**src/common/psmc_consts.svh**
```systemverilog
// Offsets, field positions, reset values and timing counts of the power-save controller
`ifndef PSMC_CONSTS_SVH
`define PSMC_CONSTS_SVH
`define PSMC_OFF_CTL       12'h000
`define PSMC_OFF_PROT      12'h004
`define PSMC_OFF_STAT      12'h008
`define PSMC_PROT_KEY      8'ha5
`define PSMC_CTL_RST       8'h00
`define PSMC_BIT_EXTCK     0
`define PSMC_BIT_DCLK_LO   1
`define PSMC_BIT_TBCS      3
`define PSMC_BIT_STOP      4
`define PSMC_BIT_IDLE      5
`define PSMC_BIT_DCLK_HI   6
`define PSMC_PREFETCH_DEPTH 3'h4
`define PSMC_STAB_SHORT    20'h00100
`define PSMC_STAB_LONG     20'h00200
`endif

```
**src/common/psmc_pkg.sv**
```systemverilog
// Types shared by the power-save controller
package psmc_pkg;
  typedef enum logic [2:0] {
    PSMC_RUN, PSMC_HALT_FILL, PSMC_HALT, PSMC_IDLE, PSMC_STOP, PSMC_STAB, PSMC_RESUME
  } psmc_state_t;

  typedef struct packed {
    logic data_oe;
    logic addr_oe;
    logic rd_strobe_oe;
    logic wr_strobe_force_hi;
    logic hold_ack_oe;
    logic hold_wait_sample;
  } psmc_bus_ctl_t;

  typedef struct packed {
    logic cpu_clk_en;
    logic periph_clk_en;
    logic osc_pll_en;
    logic ck_out_oe;
    logic ck_out_force_lo;
  } psmc_clk_ctl_t;
endpackage

```
**src/hdl/psmc_power_save.sv**
```systemverilog
// Power-save mode controller: halt, idle, software stop and clock-output inhibit
`include "psmc_consts.svh"
module psmc_power_save (
  input  wire logic                   pclk,
  input  wire logic                   presetn,
  input  wire logic                   psel,
  input  wire logic                   penable,
  input  wire logic                   pwrite,
  input  wire logic [11:0]            paddr,
  input  wire logic [31:0]            pwdata,
  output logic      [31:0]            prdata,
  output logic                        pready,
  output logic                        pslverr,
  input  wire logic                   halt_instr,
  input  wire logic                   prefetch_full,
  input  wire logic                   nmi_pin,
  input  wire logic                   maskable_req,
  input  wire logic                   maskable_higher,
  input  wire logic                   in_nmi_routine,
  input  wire logic                   interrupts_enabled_state,
  input  wire logic                   clock_mode_select_pin,
  output logic                        nmi_ack,
  output logic                        maskable_ack,
  output logic                        nmi_pending,
  output logic                        cpu_resume,
  output psmc_pkg::psmc_clk_ctl_t     clk_ctl,
  output psmc_pkg::psmc_bus_ctl_t     bus_ctl
);
  import psmc_pkg::*;

  // ------------------------------------------------------------
  // Register bus
  // ------------------------------------------------------------
  logic [7:0]  power_save_control_reg_ff;
  logic        prot_armed_ff;
  psmc_state_t state_ff;
  psmc_state_t nxt_state;
  logic [19:0] stab_cnt_ff;
  logic        nmi_dly_ff;
  logic        prot_err_ff;

  function automatic logic is_addr(input logic [11:0] a, input logic [11:0] off);
    return a == off;
  endfunction

  wire acc      = psel && penable;
  wire wr_ctl   = acc && pwrite && is_addr(paddr, `PSMC_OFF_CTL);
  wire wr_prot  = acc && pwrite && is_addr(paddr, `PSMC_OFF_PROT);
  wire mapped   = is_addr(paddr, `PSMC_OFF_CTL) || is_addr(paddr, `PSMC_OFF_PROT)
                || is_addr(paddr, `PSMC_OFF_STAT);
  wire nmi_edge = nmi_pin && !nmi_dly_ff;
  wire ext_clk  = power_save_control_reg_ff[`PSMC_BIT_EXTCK];

  assign pready  = 1'b1;
  assign pslverr = acc && !mapped;

  always_comb begin
    prdata = 32'h0000_0000;
    if (is_addr(paddr, `PSMC_OFF_CTL)) begin
      prdata[7:0] = power_save_control_reg_ff;
    end else if (is_addr(paddr, `PSMC_OFF_STAT)) begin
      prdata[3:0] = {prot_err_ff, state_ff};
    end
  end

  // Key write arms exactly the next bus write; any other write disarms it
  always_ff @(posedge pclk or negedge presetn) begin
    if (!presetn) begin
      prot_armed_ff <= 1'b0;
      prot_err_ff   <= 1'b0;
    end else if (acc && pwrite) begin
      prot_armed_ff <= wr_prot && pwdata[7:0] == `PSMC_PROT_KEY;
      if (wr_ctl && !prot_armed_ff) begin
        prot_err_ff <= 1'b1;
      end else if (wr_prot) begin
        prot_err_ff <= 1'b0;
      end
    end
  end

  always_ff @(posedge pclk or negedge presetn) begin
    if (!presetn) begin
      power_save_control_reg_ff <= `PSMC_CTL_RST;
    end else if (wr_ctl && prot_armed_ff && state_ff == PSMC_RUN) begin
      power_save_control_reg_ff <= pwdata[7:0];
    end else if (state_ff == PSMC_STOP && nmi_edge) begin
      power_save_control_reg_ff[`PSMC_BIT_STOP] <= 1'b0;
    end
  end

  // ------------------------------------------------------------
  // Mode sequencer
  // ------------------------------------------------------------
  wire ctl_stop = power_save_control_reg_ff[`PSMC_BIT_STOP];
  wire ctl_idle = power_save_control_reg_ff[`PSMC_BIT_IDLE];
  // Mode request acts the cycle after the accepted write lands
  logic mode_req_ff;
  always_ff @(posedge pclk or negedge presetn) begin
    if (!presetn) begin
      mode_req_ff <= 1'b0;
    end else begin
      mode_req_ff <= wr_ctl && prot_armed_ff && state_ff == PSMC_RUN
                     && (pwdata[`PSMC_BIT_STOP] || pwdata[`PSMC_BIT_IDLE]);
    end
  end

  always_comb begin
    nxt_state = state_ff;
    unique case (state_ff)
      PSMC_RUN: begin
        if (mode_req_ff && ctl_stop) begin
          nxt_state = PSMC_STOP;
        end else if (mode_req_ff && ctl_idle) begin
          nxt_state = PSMC_IDLE;
        end else if (halt_instr) begin
          nxt_state = PSMC_HALT_FILL;
        end
      end
      PSMC_HALT_FILL: begin
        if (prefetch_full) begin
          nxt_state = PSMC_HALT;
        end
      end
      PSMC_HALT: begin
        if (nmi_edge || maskable_req) begin
          nxt_state = PSMC_RESUME;
        end
      end
      PSMC_IDLE: begin
        if (nmi_edge) begin
          nxt_state = PSMC_RESUME;
        end
      end
      PSMC_STOP: begin
        if (nmi_edge) begin
          // Resonator in PLL mode needs the oscillator to settle first
          nxt_state = (!clock_mode_select_pin && !ext_clk) ? PSMC_STAB : PSMC_RESUME;
        end
      end
      PSMC_STAB: begin
        if (stab_cnt_ff == 20'h00000) begin
          nxt_state = PSMC_RESUME;
        end
      end
      PSMC_RESUME: nxt_state = PSMC_RUN;
      default:     nxt_state = PSMC_RUN;
    endcase
  end

  // Reset pin is presetn itself, so every mode leaves exactly as a system reset
  always_ff @(posedge pclk or negedge presetn) begin
    if (!presetn) begin
      state_ff <= PSMC_RUN;
    end else begin
      state_ff <= nxt_state;
    end
  end

  always_ff @(posedge pclk or negedge presetn) begin
    if (!presetn) begin
      nmi_dly_ff <= 1'b0;
    end else begin
      nmi_dly_ff <= nmi_pin;
    end
  end

  always_ff @(posedge pclk or negedge presetn) begin
    if (!presetn) begin
      stab_cnt_ff <= 20'h00000;
    end else if (state_ff == PSMC_STOP) begin
      stab_cnt_ff <= power_save_control_reg_ff[`PSMC_BIT_TBCS] ? `PSMC_STAB_LONG
                                                             : `PSMC_STAB_SHORT;
    end else if (state_ff == PSMC_STAB && stab_cnt_ff != 20'h00000) begin
      stab_cnt_ff <= stab_cnt_ff - 20'h00001;
    end
  end

  // ------------------------------------------------------------
  // Release source and interrupt outcome
  // ------------------------------------------------------------
  logic src_nmi_ff;
  logic src_mask_ff;
  logic was_deep_ff;
  always_ff @(posedge pclk or negedge presetn) begin
    if (!presetn) begin
      src_nmi_ff  <= 1'b0;
      src_mask_ff <= 1'b0;
      was_deep_ff <= 1'b0;
    end else if (nxt_state != state_ff && (state_ff == PSMC_HALT
                 || state_ff == PSMC_IDLE || state_ff == PSMC_STOP)) begin
      src_nmi_ff  <= nmi_edge;
      src_mask_ff <= !nmi_edge && maskable_req;
      was_deep_ff <= state_ff != PSMC_HALT;
    end
  end

  // Acknowledge decisions are one-cycle pulses in the cycle after the resume step
  always_ff @(posedge pclk or negedge presetn) begin
    if (!presetn) begin
      nmi_ack      <= 1'b0;
      maskable_ack <= 1'b0;
      nmi_pending  <= 1'b0;
      cpu_resume   <= 1'b0;
    end else begin
      cpu_resume   <= state_ff == PSMC_RESUME;
      nmi_ack      <= state_ff == PSMC_RESUME && src_nmi_ff
                      && !(was_deep_ff && in_nmi_routine);
      nmi_pending  <= state_ff == PSMC_RESUME && src_nmi_ff
                      && was_deep_ff && in_nmi_routine;
      maskable_ack <= state_ff == PSMC_RESUME && src_mask_ff && maskable_higher
                      && interrupts_enabled_state;
    end
  end

  // ------------------------------------------------------------
  // Clock gates and pin states
  // ------------------------------------------------------------
  wire deep    = state_ff == PSMC_IDLE || state_ff == PSMC_STOP || state_ff == PSMC_STAB;
  wire inhibit = power_save_control_reg_ff[`PSMC_BIT_DCLK_LO]
              && power_save_control_reg_ff[`PSMC_BIT_DCLK_HI];

  always_ff @(posedge pclk or negedge presetn) begin
    if (!presetn) begin
      clk_ctl <= '{cpu_clk_en: 1'b1, periph_clk_en: 1'b1, osc_pll_en: 1'b1,
                   ck_out_oe: 1'b1, ck_out_force_lo: 1'b0};
      bus_ctl <= '{data_oe: 1'b1, addr_oe: 1'b1, rd_strobe_oe: 1'b1,
                   wr_strobe_force_hi: 1'b0, hold_ack_oe: 1'b1, hold_wait_sample: 1'b1};
    end else begin
      clk_ctl.cpu_clk_en      <= nxt_state == PSMC_RUN || nxt_state == PSMC_HALT_FILL;
      clk_ctl.periph_clk_en   <= !(nxt_state == PSMC_IDLE || nxt_state == PSMC_STOP
                                   || nxt_state == PSMC_STAB);
      clk_ctl.osc_pll_en      <= nxt_state != PSMC_STOP;
      clk_ctl.ck_out_oe       <= !inhibit;
      clk_ctl.ck_out_force_lo <= deep;
      bus_ctl.data_oe            <= !deep;
      bus_ctl.addr_oe            <= !deep;
      bus_ctl.rd_strobe_oe       <= !deep;
      bus_ctl.wr_strobe_force_hi <= deep;
      bus_ctl.hold_ack_oe        <= !deep;
      bus_ctl.hold_wait_sample   <= !deep;
    end
  end
endmodule // psmc_power_save

```
**config.mk**
```make
export PLATFORM = sky130hd
export DESIGN_NAME = psmc_power_save
export DESIGN_NICKNAME = d
export VERILOG_FILES = /design/src/common/psmc_pkg.sv /design/src/hdl/psmc_power_save.sv
export VERILOG_INCLUDE_DIRS = /design/src /design/src/common
export SDC_FILE = /design/constraint.sdc
export NUM_CORES = 1
export LEC_CHECK = 0
export ABC_CLOCK_PERIOD_IN_PS = 2400
export BUFFER_PORTS_ARGS = -buffer_cell sky130_fd_sc_hd__buf_2
export CORE_MARGIN = 2
export CORE_UTILIZATION = 44
export DETAILED_ROUTE_END_ITERATION = 16
export GPL_TIMING_DRIVEN = 0
export PLACE_DENSITY = 0.86
export SYNTH_ARGS = -nofsm -noshare
export SYNTH_HDL_FRONTEND = slang
export SYNTH_SLANG_ARGS = --single-unit
```
**constraint.sdc**
```tcl
create_clock -name pclk -period 2.4 [get_ports pclk]
set_input_delay 0.24 -clock pclk [delete_from_list [all_inputs] [get_ports pclk]]
set_output_delay 0.24 -clock pclk [all_outputs]
set_load 0.01 [all_outputs]
```
### After elaboration in Yosys (flattened, before gate mapping)

Index checks and enable logic that the tools add are counted.

| cells by class | value |
|---|---|
| equal/unequal tests | 16 |
| mux-type cells | 20 |
| reduce and logical (&&, ||, !) cells | 57 |
| $add $sub $neg | 1 |

Operator list:

| kind | number |
|---|---|
| 20-bit two-way mux | 2 |
| 1-bit logical AND | 27 |
| 3-bit two-way mux | 8 |
| 20-bit logical NOT | 1 |
| 20-bit nonzero test | 1 |
| 20-bit by 1-bit subtractor with 20-bit output, second input constant | 1 |
| 3-bit case mux with 6 select lines | 1 |
| 3-bit equality test, second input constant | 5 |
| 12-bit by 3-bit equality test with 1-bit output, second input constant | 1 |
| 12-bit by 4-bit equality test with 1-bit output, second input constant | 1 |
| 12-bit logical NOT | 1 |
| 4-bit two-way mux | 3 |
| 1-bit logical OR | 11 |
| 1-bit logical NOT | 10 |
| 10-bit two-way mux | 1 |
| 3-bit by 2-bit equality test with 1-bit output, second input constant | 3 |
| 8-bit equality test, second input constant | 1 |
| 3-bit by 1-bit equality test with 1-bit output, second input constant | 2 |
| 3-bit logical NOT | 2 |
| 2-bit nonzero test | 3 |
| 1-bit two-way mux | 4 |
| 3-bit by 2-bit inequality test with 1-bit output, second input constant | 1 |
| 3-bit inequality test | 1 |
| 3-bit inequality test, second input constant | 1 |
| 2 further kinds | 2 |

| storage, ports and cells | value |
|---|---|
| input bits | 57 |
| word-level logic and storage cells | 115 |
| flip-flop bits (word level) | 48 |
| output and inout port bits | 49 |

### Depth between registers and ports, before layout

Gate-level depths: netlist (run 1).

| depth | value |
|---|---|
| word-level depth | 9 |
| depth in mapped cells | 8 |
| gate-level depth less buffers | 7 |

### Worst setup path before layout (run 1)

Ideal clock, no wire load.

| timing path | value |
|---|---|
| path kind | register -> register |
| from | reg stab_cnt_ff[12] |
| to | reg stab_cnt_ff[11] |
| period minus slack after synthesis | 2.300 ns |
| setup slack | 0.100 ns |
| data required time | 2.326 ns |
| cell stages (with the launch flop) | 8 |
| arrival time | 2.226 ns |
| setup time | 0.074 ns |
| path buffers | 2 |
| cells stage by stage | dfrtp_1 > or4_4 > or4_4 > buf_6 > o211ai_4 > buf_6 > o31ai_1 > a21oi_2 |

| between the ends | value |
|---|---|
| word-level cells in the longest chain between the ends | 3 |

Ends and longest elaborated chain:

| element | line | text |
|---|---|---|
| from (decl) | psmc_power_save.sv:38 | `logic [19:0] stab_cnt_ff;` |
| from (signal assigned) | psmc_power_save.sv:171 | `` stab_cnt_ff <= power_save_control_reg_ff[`PSMC_BIT_TBCS] ? `PSMC_STAB_LONG `` |
| from (signal assigned) | psmc_power_save.sv:174 | `stab_cnt_ff <= stab_cnt_ff - 20'h00001;` |
| 20-bit nonzero test | psmc_power_save.sv:173 | `end else if (state_ff == PSMC_STAB && stab_cnt_ff != 20'h00000) begin` |
| 1-bit logical AND | psmc_power_save.sv:173 |  |
| 2-bit nonzero test (no line) | n/a |  |

No other way between the ends.
A chain may end at the register's enable or synchronous reset.

### Worst setup path after layout (run 1)

| timing path | value |
|---|---|
| from | reg stab_cnt_ff[8] |
| to | reg clk_ctl[2] (netlist name) |

| between the ends | value |
|---|---|
| word-level cells in the longest chain between the ends | 4 |

Ends and longest elaborated chain:

| element | line | text |
|---|---|---|
| 20-bit logical NOT | psmc_power_save.sv:141 | `if (stab_cnt_ff == 20'h00000) begin` |
| 3-bit two-way mux | psmc_power_save.sv:141 |  |
| 3-bit case mux with 6 select lines | psmc_power_save.sv:109 | `unique case (state_ff)` |
| named net nxt_state[0] | psmc_power_save.sv:37 | `psmc_state_t nxt_state;` |
| 3-bit inequality test | psmc_power_save.sv:232 | `clk_ctl.osc_pll_en <= nxt_state != PSMC_STOP;` |
| to (signal assigned) | psmc_power_save.sv:224 | `clk_ctl <= '{cpu_clk_en: 1'b1, periph_clk_en: 1'b1, osc_pll_en: 1'b1,` |
| to (decl) | psmc_power_save.sv:26 | `output psmc_pkg::psmc_clk_ctl_t clk_ctl,` |

The timed path passes the listed nets, and every way through them passes these cells.

==> impl_summary.md, run 1 <==
Outcome
The run finished with clean final reports.

Die
The die boundary height is 82.72 microns. The die boundary width is roughly 83 microns. The area enclosed by the die boundary is 6842 sq um. The count of pins on the block boundary is around 110. The effective utilization at floorplan is 0.4578.

The count of standard-cell rows is 28. The total core area is between 5000 and 6000 sq um.

Power and ir drop
The internal power contribution is between 0.002 and 0.0025 W. The total leakage power is about 1.7 nW. The share of total power dissipated in combinational logic is 0.538.

The power density over the cells is around 1200 nW/um^2. Overall power consumption after layout is estimated at 0.004035 W. The power dissipated by switching net loads is around 0.0016 W. The worst-case IR drop observed on VDD is around 500 uV. Of the total power, the share spent switching nets is 0.4043. The share of power burned in the clock network is 0.155. Of the total power, registers draw 0.308.

Timing
The post-route minimum period is between 2000 and 2500 ps. The number of pins with negative max-slew slack in the final report is 0. After routing, the total negative slack on setup checks comes to 0 ps. The number of failing hold endpoints at the final stage is 0. Hold timing on the final database bottoms out at a slack of around 66 ps. Setup repair after global routing could not meet its margin everywhere.

The number of setup violations in the final report is 0. The slew at the pin with the worst max-slew slack is 1073 ps. The worst pin sits at a relative slew slack of 0.2846. Of the available clock period, the critical path in the final layout requires 0.9865. Derived from the worst setup path, the maximum achievable clock frequency is about 420 MHz. After layout, the worst setup slack is ~32 ps.

The worst-case clock skew is 4.884 ps.

Detailed routing
The DRC marker count from the first detailed-route iteration is roughly 170. The iteration count of the initial detailed-routing pass is 4. The final layout contains routed wiring with a total length of between 6 and 7 mm. Dividing the detail-routed wire length by the instance count gives 14.21 microns. The final antenna-violating net count is 0. The post-detailed-route DRC marker count is 0. The number of vias after detailed routing is ~2400. The average vias per placed instance is between 5 and 6.

Placement
Detailed placement finished with a half-perimeter wire length of 4.515 mm. The worst setup slack after placement is -158.9 ps. The congestion estimate from routability-driven global placement came to between 0.8 and 0.9. The count of buffers from port buffering is 54. Including well taps, the total number of placed cells is 430.

Final layout
From synthesis to final layout, the design area changed by 27.44%. The number of inserted diodes is 0. The net count reported at finish is 436.

The layout filler cell count is 501. The share of layout cells above drive strength 1 is 0.3668. The number of standard cells in the final layout excluding fillers is between 400 and 500.

CTS
After clock tree synthesis, the flow added hold-fix buffers numbering 0. The clock tree buffer depth is 2. After clock tree synthesis, the clock-pin slew on the worst setup and hold paths is approximately 90 ps.

Clock tree synthesis found a total of 48 sinks. The number of CTS-inserted buffers is 5. The cell at the root of the clock tree is clkbuf_8. The clock latency of the later-clocked register in the worst-skew pair is 300 ps. CTS built an H-tree with a depth of 2.

TritonCTS built the clock tree.

Setup path
The type of element launching the critical path is a register. For the worst setup path, the data arrival time is roughly 2600 ps. The critical path's slowest cell is or4_4.

Along the worst path, the maximum fanout reaches 6. The delay of the slowest cell on the worst path is 530 ps. STA classifies the critical path endpoint as a register. By startpoint and endpoint, the worst setup path is classified as reg2reg. The data required time at the worst endpoint is 2620 ps. The signal on the critical path passes through or4_4, buf_6, nor4_4, buf_4, a21oi_4, a311o_1, or3b_1.

Synthesis
The share of flip-flops with an asynchronous set or reset after synthesis is 1.000. Sorting the synthesized cells by how often they occur yields 43 x dfrtp_1, 30 x buf_4, 22 x nor2_1. The most area-hungry cell type in the Yosys netlist is dfrtp_1. The share of the synthesized area in the top cell type is 0.3947. The netlist area before placement is approximately 2700 sq um. In this run the mean area of a mapped cell was between 9 and 10 sq um.

The number of unique standard cell types used by synthesis is between 50 and 60. Yosys attributes the largest share of cell area to dfrtp_1 39%, buf_4 8.3%, dfstp_2 4.8%. Counting every instance in the synthesized netlist gives about 280.

Synthesis inferred 48 register bits. The register area share after synthesis is 0.4429. The most used flip-flop cell after synthesis is dfrtp_1. The number of enable flip-flop cells after synthesis is 0. The library cell with the highest instance count after synthesis is dfrtp_1. The number of warnings printed during yosys synthesis is 0.

Global routing
The number of global-route vias before repair is ~2300. The first global-routing pass estimated a little over 10 mm of wire. The overall routing resource usage is 0.1941. The total overflow reported by the global router is 0. The pin count of the biggest net entering global routing is 49. The number of antenna violations at the first check in global routing is 0.

Min path
The path class of the tightest hold or removal check is in2reg.

Flow run
Max-cap violations in this run came to 0.
[cells in the final DEF (no fill, tap or decap), drive strengths merged, types with 9 or more instances in the layout]
cell type and instances:
a21oi 12, buf 104, clkbuf 13, dfrtp 43, o21ai 12, nor2 22
or3 10, mux2 9, nand2 14, conb 25, nor3 13
[layer usage]
layer / global-route usage / vias to the layer above / share of wire
met5: 0 / - / 0
met4: 0.05902 / 0 / 0.013
met3: 0.03913 / 9 / 0.064
met2: 0.3387 / 109 / 0.52
met1: 0.2420 / 1129 / 0.40
li1: - / 1140 / -
[critical path: cells and delay by family, from the launching register on]
kind                   cells  cell delay [ps]
DFF                        1              390
and+or+nand+nor            3             1130
buffers and inverters      2              340
AOI/OAI and AO/OA          2              440
[flip-flops by register name, summed over array words and instances, names as in the netlist, 2 cells and up]
register / cells
state_ff: 3
clk_ctl: 4
bus_ctl: 2
stab_cnt_ff: 20
power_save_control_reg_ff: 8
[what timing repair did]
action	CTS	global route
setup endpoints to repair	19	19
gates resized for setup	4	11
endpoints found under the hold margin	0	0
buffers inserted	10	6
gates cloned	1	0
pin swaps	3	6
[area by class of cell]
class,instances,area (sq um),share of cell area
Clock buffer,6,82.58,0.02377
Buffer,40,286.5,0.08246
Tap cell,75,93.84,0.02701
Multi-Input combinational cell,205,1338,0.3849
Inverter,7,26.28,0.007562
Sequential cell,48,1207,0.3475
Clock inverter,2,38.79,0.01116
Timing Repair Buffer,71,401.6,0.1156
[through the flow]
step,area [sq um],utilization
floorplan,2813,-
global placement,3177,0.5334
detailed placement,3177,0.5334
CTS,3398,0.5706
global route,3475,0.5834
finish,3475,0.5834
[path summary, 6_finish.rpt]
check	start	end	slack [ps]	depth (start not counted)
worst max-delay path	stab_cnt_ff[8]	clk_ctl[2]	30	7
worst min-delay path	nmi_pin	nmi_dly_ff	70	1
worst max register to register	stab_cnt_ff[8]	clk_ctl[2]	30	7
worst min register to register	power_save_control_reg_ff[6]	clk_ctl[1]	430	1
max in group asynchronous	presetn	stab_cnt_ff[19]	1610	1
min in group asynchronous	presetn	stab_cnt_ff[5]	130	1
[kinds of logic (layout without fill, tap and decap cells)]
logic type	count (synthesis)	in the layout	share of synthesized area
other cells	2	25	0.002755
buf+inv	48	126	0.1134
compound gates	48	48	0.1202
fa+ha+maj	1	1	0.004589
flops	48	48	0.4429
simple gates	107	107	0.2276
xor+xnor	8	8	0.02570
mux	16	16	0.06287
[power by group through the flow]
stage | clock network, W | registers, W | logic (W)
after floorplan | 0 | 0.00124 | 0.00126
after global placement | 0 | 0.00125 | 0.00161
after detailed placement | 0 | 0.00126 | 0.00168
after CTS | 0.000625 | 0.00123 | 0.00191
after global routing | 0.000665 | 0.00127 | 0.00234
final | 0.000624 | 0.00124 | 0.00217
Note: power is estimated with default switching activity, not from simulation.
==> run 2, diff against run 1 <==
--- a/config.mk
+++ b/config.mk
@@ -6,13 +6,13 @@
 export SDC_FILE = /design/constraint.sdc
 export NUM_CORES = 1
 export LEC_CHECK = 0
-export ABC_CLOCK_PERIOD_IN_PS = 2400
+export ABC_CLOCK_PERIOD_IN_PS = 2300
 export BUFFER_PORTS_ARGS = -buffer_cell sky130_fd_sc_hd__buf_2
 export CORE_MARGIN = 2
-export CORE_UTILIZATION = 44
+export CORE_UTILIZATION = 49
 export DETAILED_ROUTE_END_ITERATION = 16
 export GPL_TIMING_DRIVEN = 0
-export PLACE_DENSITY = 0.86
+export PLACE_DENSITY = 0.9
 export SYNTH_ARGS = -nofsm -noshare
 export SYNTH_HDL_FRONTEND = slang
 export SYNTH_SLANG_ARGS = --single-unit
==> constraint.sdc (replaced) <==
create_clock -name pclk -period 2.3 [get_ports pclk]
set_input_delay 0.23 -clock pclk [delete_from_list [all_inputs] [get_ports pclk]]
set_output_delay 0.23 -clock pclk [all_outputs]
set_load 0.01 [all_outputs]
==> run 2 against run 1 <==
  * The run now ends with negative setup slack left
  * Global-route usage rose by 1.8 points
  * Power rose by 6.6%
  * Critical path depth is 1 lower
  * Via count increased by 2.4%
  * Setup slack lost 51 ps
  * Core utilization up 6.1 points
  * Routed wire length rose by 4.7%
  * Die area is 9.7% lower
  * Clock skew increased by 4.1 ps
  * Sequential power grew 6%
  * Critical path type unchanged
  * Largest power group unchanged
  * Highest routed layer unchanged
==> impl_summary.md, run 2 (synthesis gave the netlist of run 1 again) <==
Setup path
The critical path launch point is stab_cnt_ff[15]. By startpoint and endpoint, the worst setup path is classified as reg2reg. The capturing point of the worst reg2reg path is stab_cnt_ff[9]. The last element of the critical path is stab_cnt_ff[9]. Measured in cells, the most critical reg-to-reg path has a length of 6. The reg-to-reg startpoint is stab_cnt_ff[15]. The worst setup path is captured at a register. Along the worst path, the maximum fanout reaches 5.

The data arrival time at the worst-slack endpoint is 2460 ps. STA puts the critical path data required time at ~2400 ps. The worst setup path is launched from a register. The reg2reg setup slack is -20 ps.

CTS
The H-tree was split into 2 levels. After clock tree synthesis, the flow added hold-fix buffers numbering 0. At the later pin of the worst-skew pair, clock insertion delay measures roughly 300 ps. Counting every sink on the clock net gives between 40 and 50. The clock tree buffer depth is 2. The cell at the root of the clock tree is clkbuf_8.

Clock-pin slew was measured on the worst setup and hold paths at 90 ps. TritonCTS built the clock tree. The number of CTS-inserted buffers is 5.

Timing
The final worst setup slack is -18.66 ps. Clock skew on the completed layout was measured at 8.943 ps. The number of pins with negative max-slew slack in the final report is 0. Setup repair after global routing could not meet its margin everywhere. The worst slew margin relative to its limit is 0.3002. The number of failing hold endpoints at the final stage is 0. The number of setup violations in the final report is 1. The post-route minimum period is ~2300 ps.

The final period utilization is 1.008. The slew at the pin with the worst max-slew slack is between 1000 and 1500 ps. Based on the critical path, the design can be clocked at up to 431.3 MHz.

Global routing
After global routing the overflow that remains totals 0. The number of antenna violations at the first check in global routing was 0. The number of global-route vias before repair is 2312. For met2 alone, demand over resource in global routing was 0.3752. The met1 capacity usage during global routing is 0.2494. The global-route track usage on met3 is 0.05172. The first global-routing pass estimated between 10 and 15 mm of wire. The pin count of the biggest net entering global routing is 49. met2 is the most crowded layer. The overall routing resource usage is 0.2126.

Placement
The count of buffers from port buffering is 54. The sum of net half-perimeters after detailed placement is about 4.4 mm. The final weighted congestion in routability-driven placement is around 0.9.

Final layout
The top register by number of flip-flops is stab_cnt_ff. The largest registers in the layout are stab_cnt_ff x20, power_save_control_reg_ff x8, clk_ctl x4. The net count of the finished layout is 436. The most common cell after layout, fill and taps aside is buf_2. The number of flip-flops in the largest register is 20. The utilization of the core after routing is 0.6441.

Relative to the synthesized area, the layout overhead comes to 28.50%. The share of layout cells above drive strength 1 is 0.3799. The top cell types in the final layout, fill and taps aside, are 54 x buf_2, 48 x buf_4, 43 x dfrtp_1. The number of inserted diodes is 0.

Die
The floorplan step defined a core boundary enclosing between 5000 and 6000 sq um. The die boundary width is between 70 and 80 microns. The count of pins on the block boundary is approximately 110. The floorplan step defined a die boundary enclosing between 6000 and 7000 sq um. The effective utilization at floorplan is 0.5013.

The count of standard-cell rows is 27. The floorplan step set the die height to 78.59 microns.

Power and ir drop
Dividing total power by cell area gives a power density of ~1200 nW/um^2. The total power consumption of the routed design is around 0.0043 W. Summed over all cells, the static leakage comes to between 1.5 and 2 nW. The maximum vdd ir drop is roughly 660 uV.

Detailed routing
The final layout contains routed wiring with a total length of 6.759 mm. The post-detailed-route DRC marker count is 0. The final antenna-violating net count is 0. After the first detailed-routing iteration, the DRC count stood at about 140.

Summing over every cut layer, the via total after detailed routing is 2444. After detailed routing, the number of vias per cell comes to 5.419. The average detailed-routed wire length per instance is 14.99 microns. The iteration count of the initial detailed-routing pass is 4.

Flow run
The number of violations of the max-capacitance limit is 0.

Outcome
The final reports fail on negative setup slack. The run finished, with violations left.

Min path
The path class of the tightest hold or removal check is in2reg.
-- run 2: cell type report --
| class | count | area [sq um] |
|---|---|---|
| clock buffer | 7 | 96.34 |
| buffer | 38 | 262.8 |
| timing repair buffer | 73 | 416.7 |
| sequential | 48 | 1207 |
| tap | 72 | 90.09 |
| clock inverter | 1 | 30.03 |
| multi-input combinational | 205 | 1374 |
| inverter | 7 | 26.28 |
| fill | 396 | 1936 |
-- run 2: repair_timing --
item	in CTS	in global routing
setup buffers	13	5
setup endpoints to repair	22	22
pin swaps	7	4
cloned	1	0
endpoints found under the hold margin	0	0
gates resized for setup	13	7
-- run 2: stage by stage --
step           setup slack [ps]  setup TNS [ps]  area [sq um]  hold WS [ps]  std cells
2_1_floorplan             5.123               0          2813        -65.59        301
3_3_place_gp             -221.0           -2909          3173         362.6        427
3_5_place_dp             -254.9           -2999          3173         363.5        427
4_1_cts                -0.07883        -0.07883          3445         53.38        447
5_1_grt                  -71.57          -198.3          3503         58.68        451
6_report                 -18.66          -18.66          3503         66.26        451
-- run 2: worst min path at each step --
stage               startpoint         end  slack (ps)  cells after the start
finish                 nmi_pin  nmi_dly_ff          70                      1
detailed placement     nmi_pin  nmi_dly_ff         360                      1
CTS                    nmi_pin  nmi_dly_ff          50                      1
global placement       nmi_pin  nmi_dly_ff         360                      1
global route           nmi_pin  nmi_dly_ff          60                      1
floorplan              presetn  bus_ctl[2]         -70                      0
-- run 2: worst max-delay path, stage by stage (launching register included) --
cell	delay, ps
dfrtp_1	420
or4_4	530
or4_4	580
o211ai_4	260
buf_6	150
or4_1	110
a31oi_1	100
-- run 2: where the power goes --
group,switching (W),internal [W],total [W]
logic,0.00127,0.00105,0.00232
clock network,0.000283,0.000384,0.000666
registers,0.000214,0.00110,0.00131
-- run 2: metal layers --
metal	up-vias	wire length [microns]
li1	1148	-
met1	1166	2587
met5	-	0
met2	112	3569
met3	18	452
met4	0	149
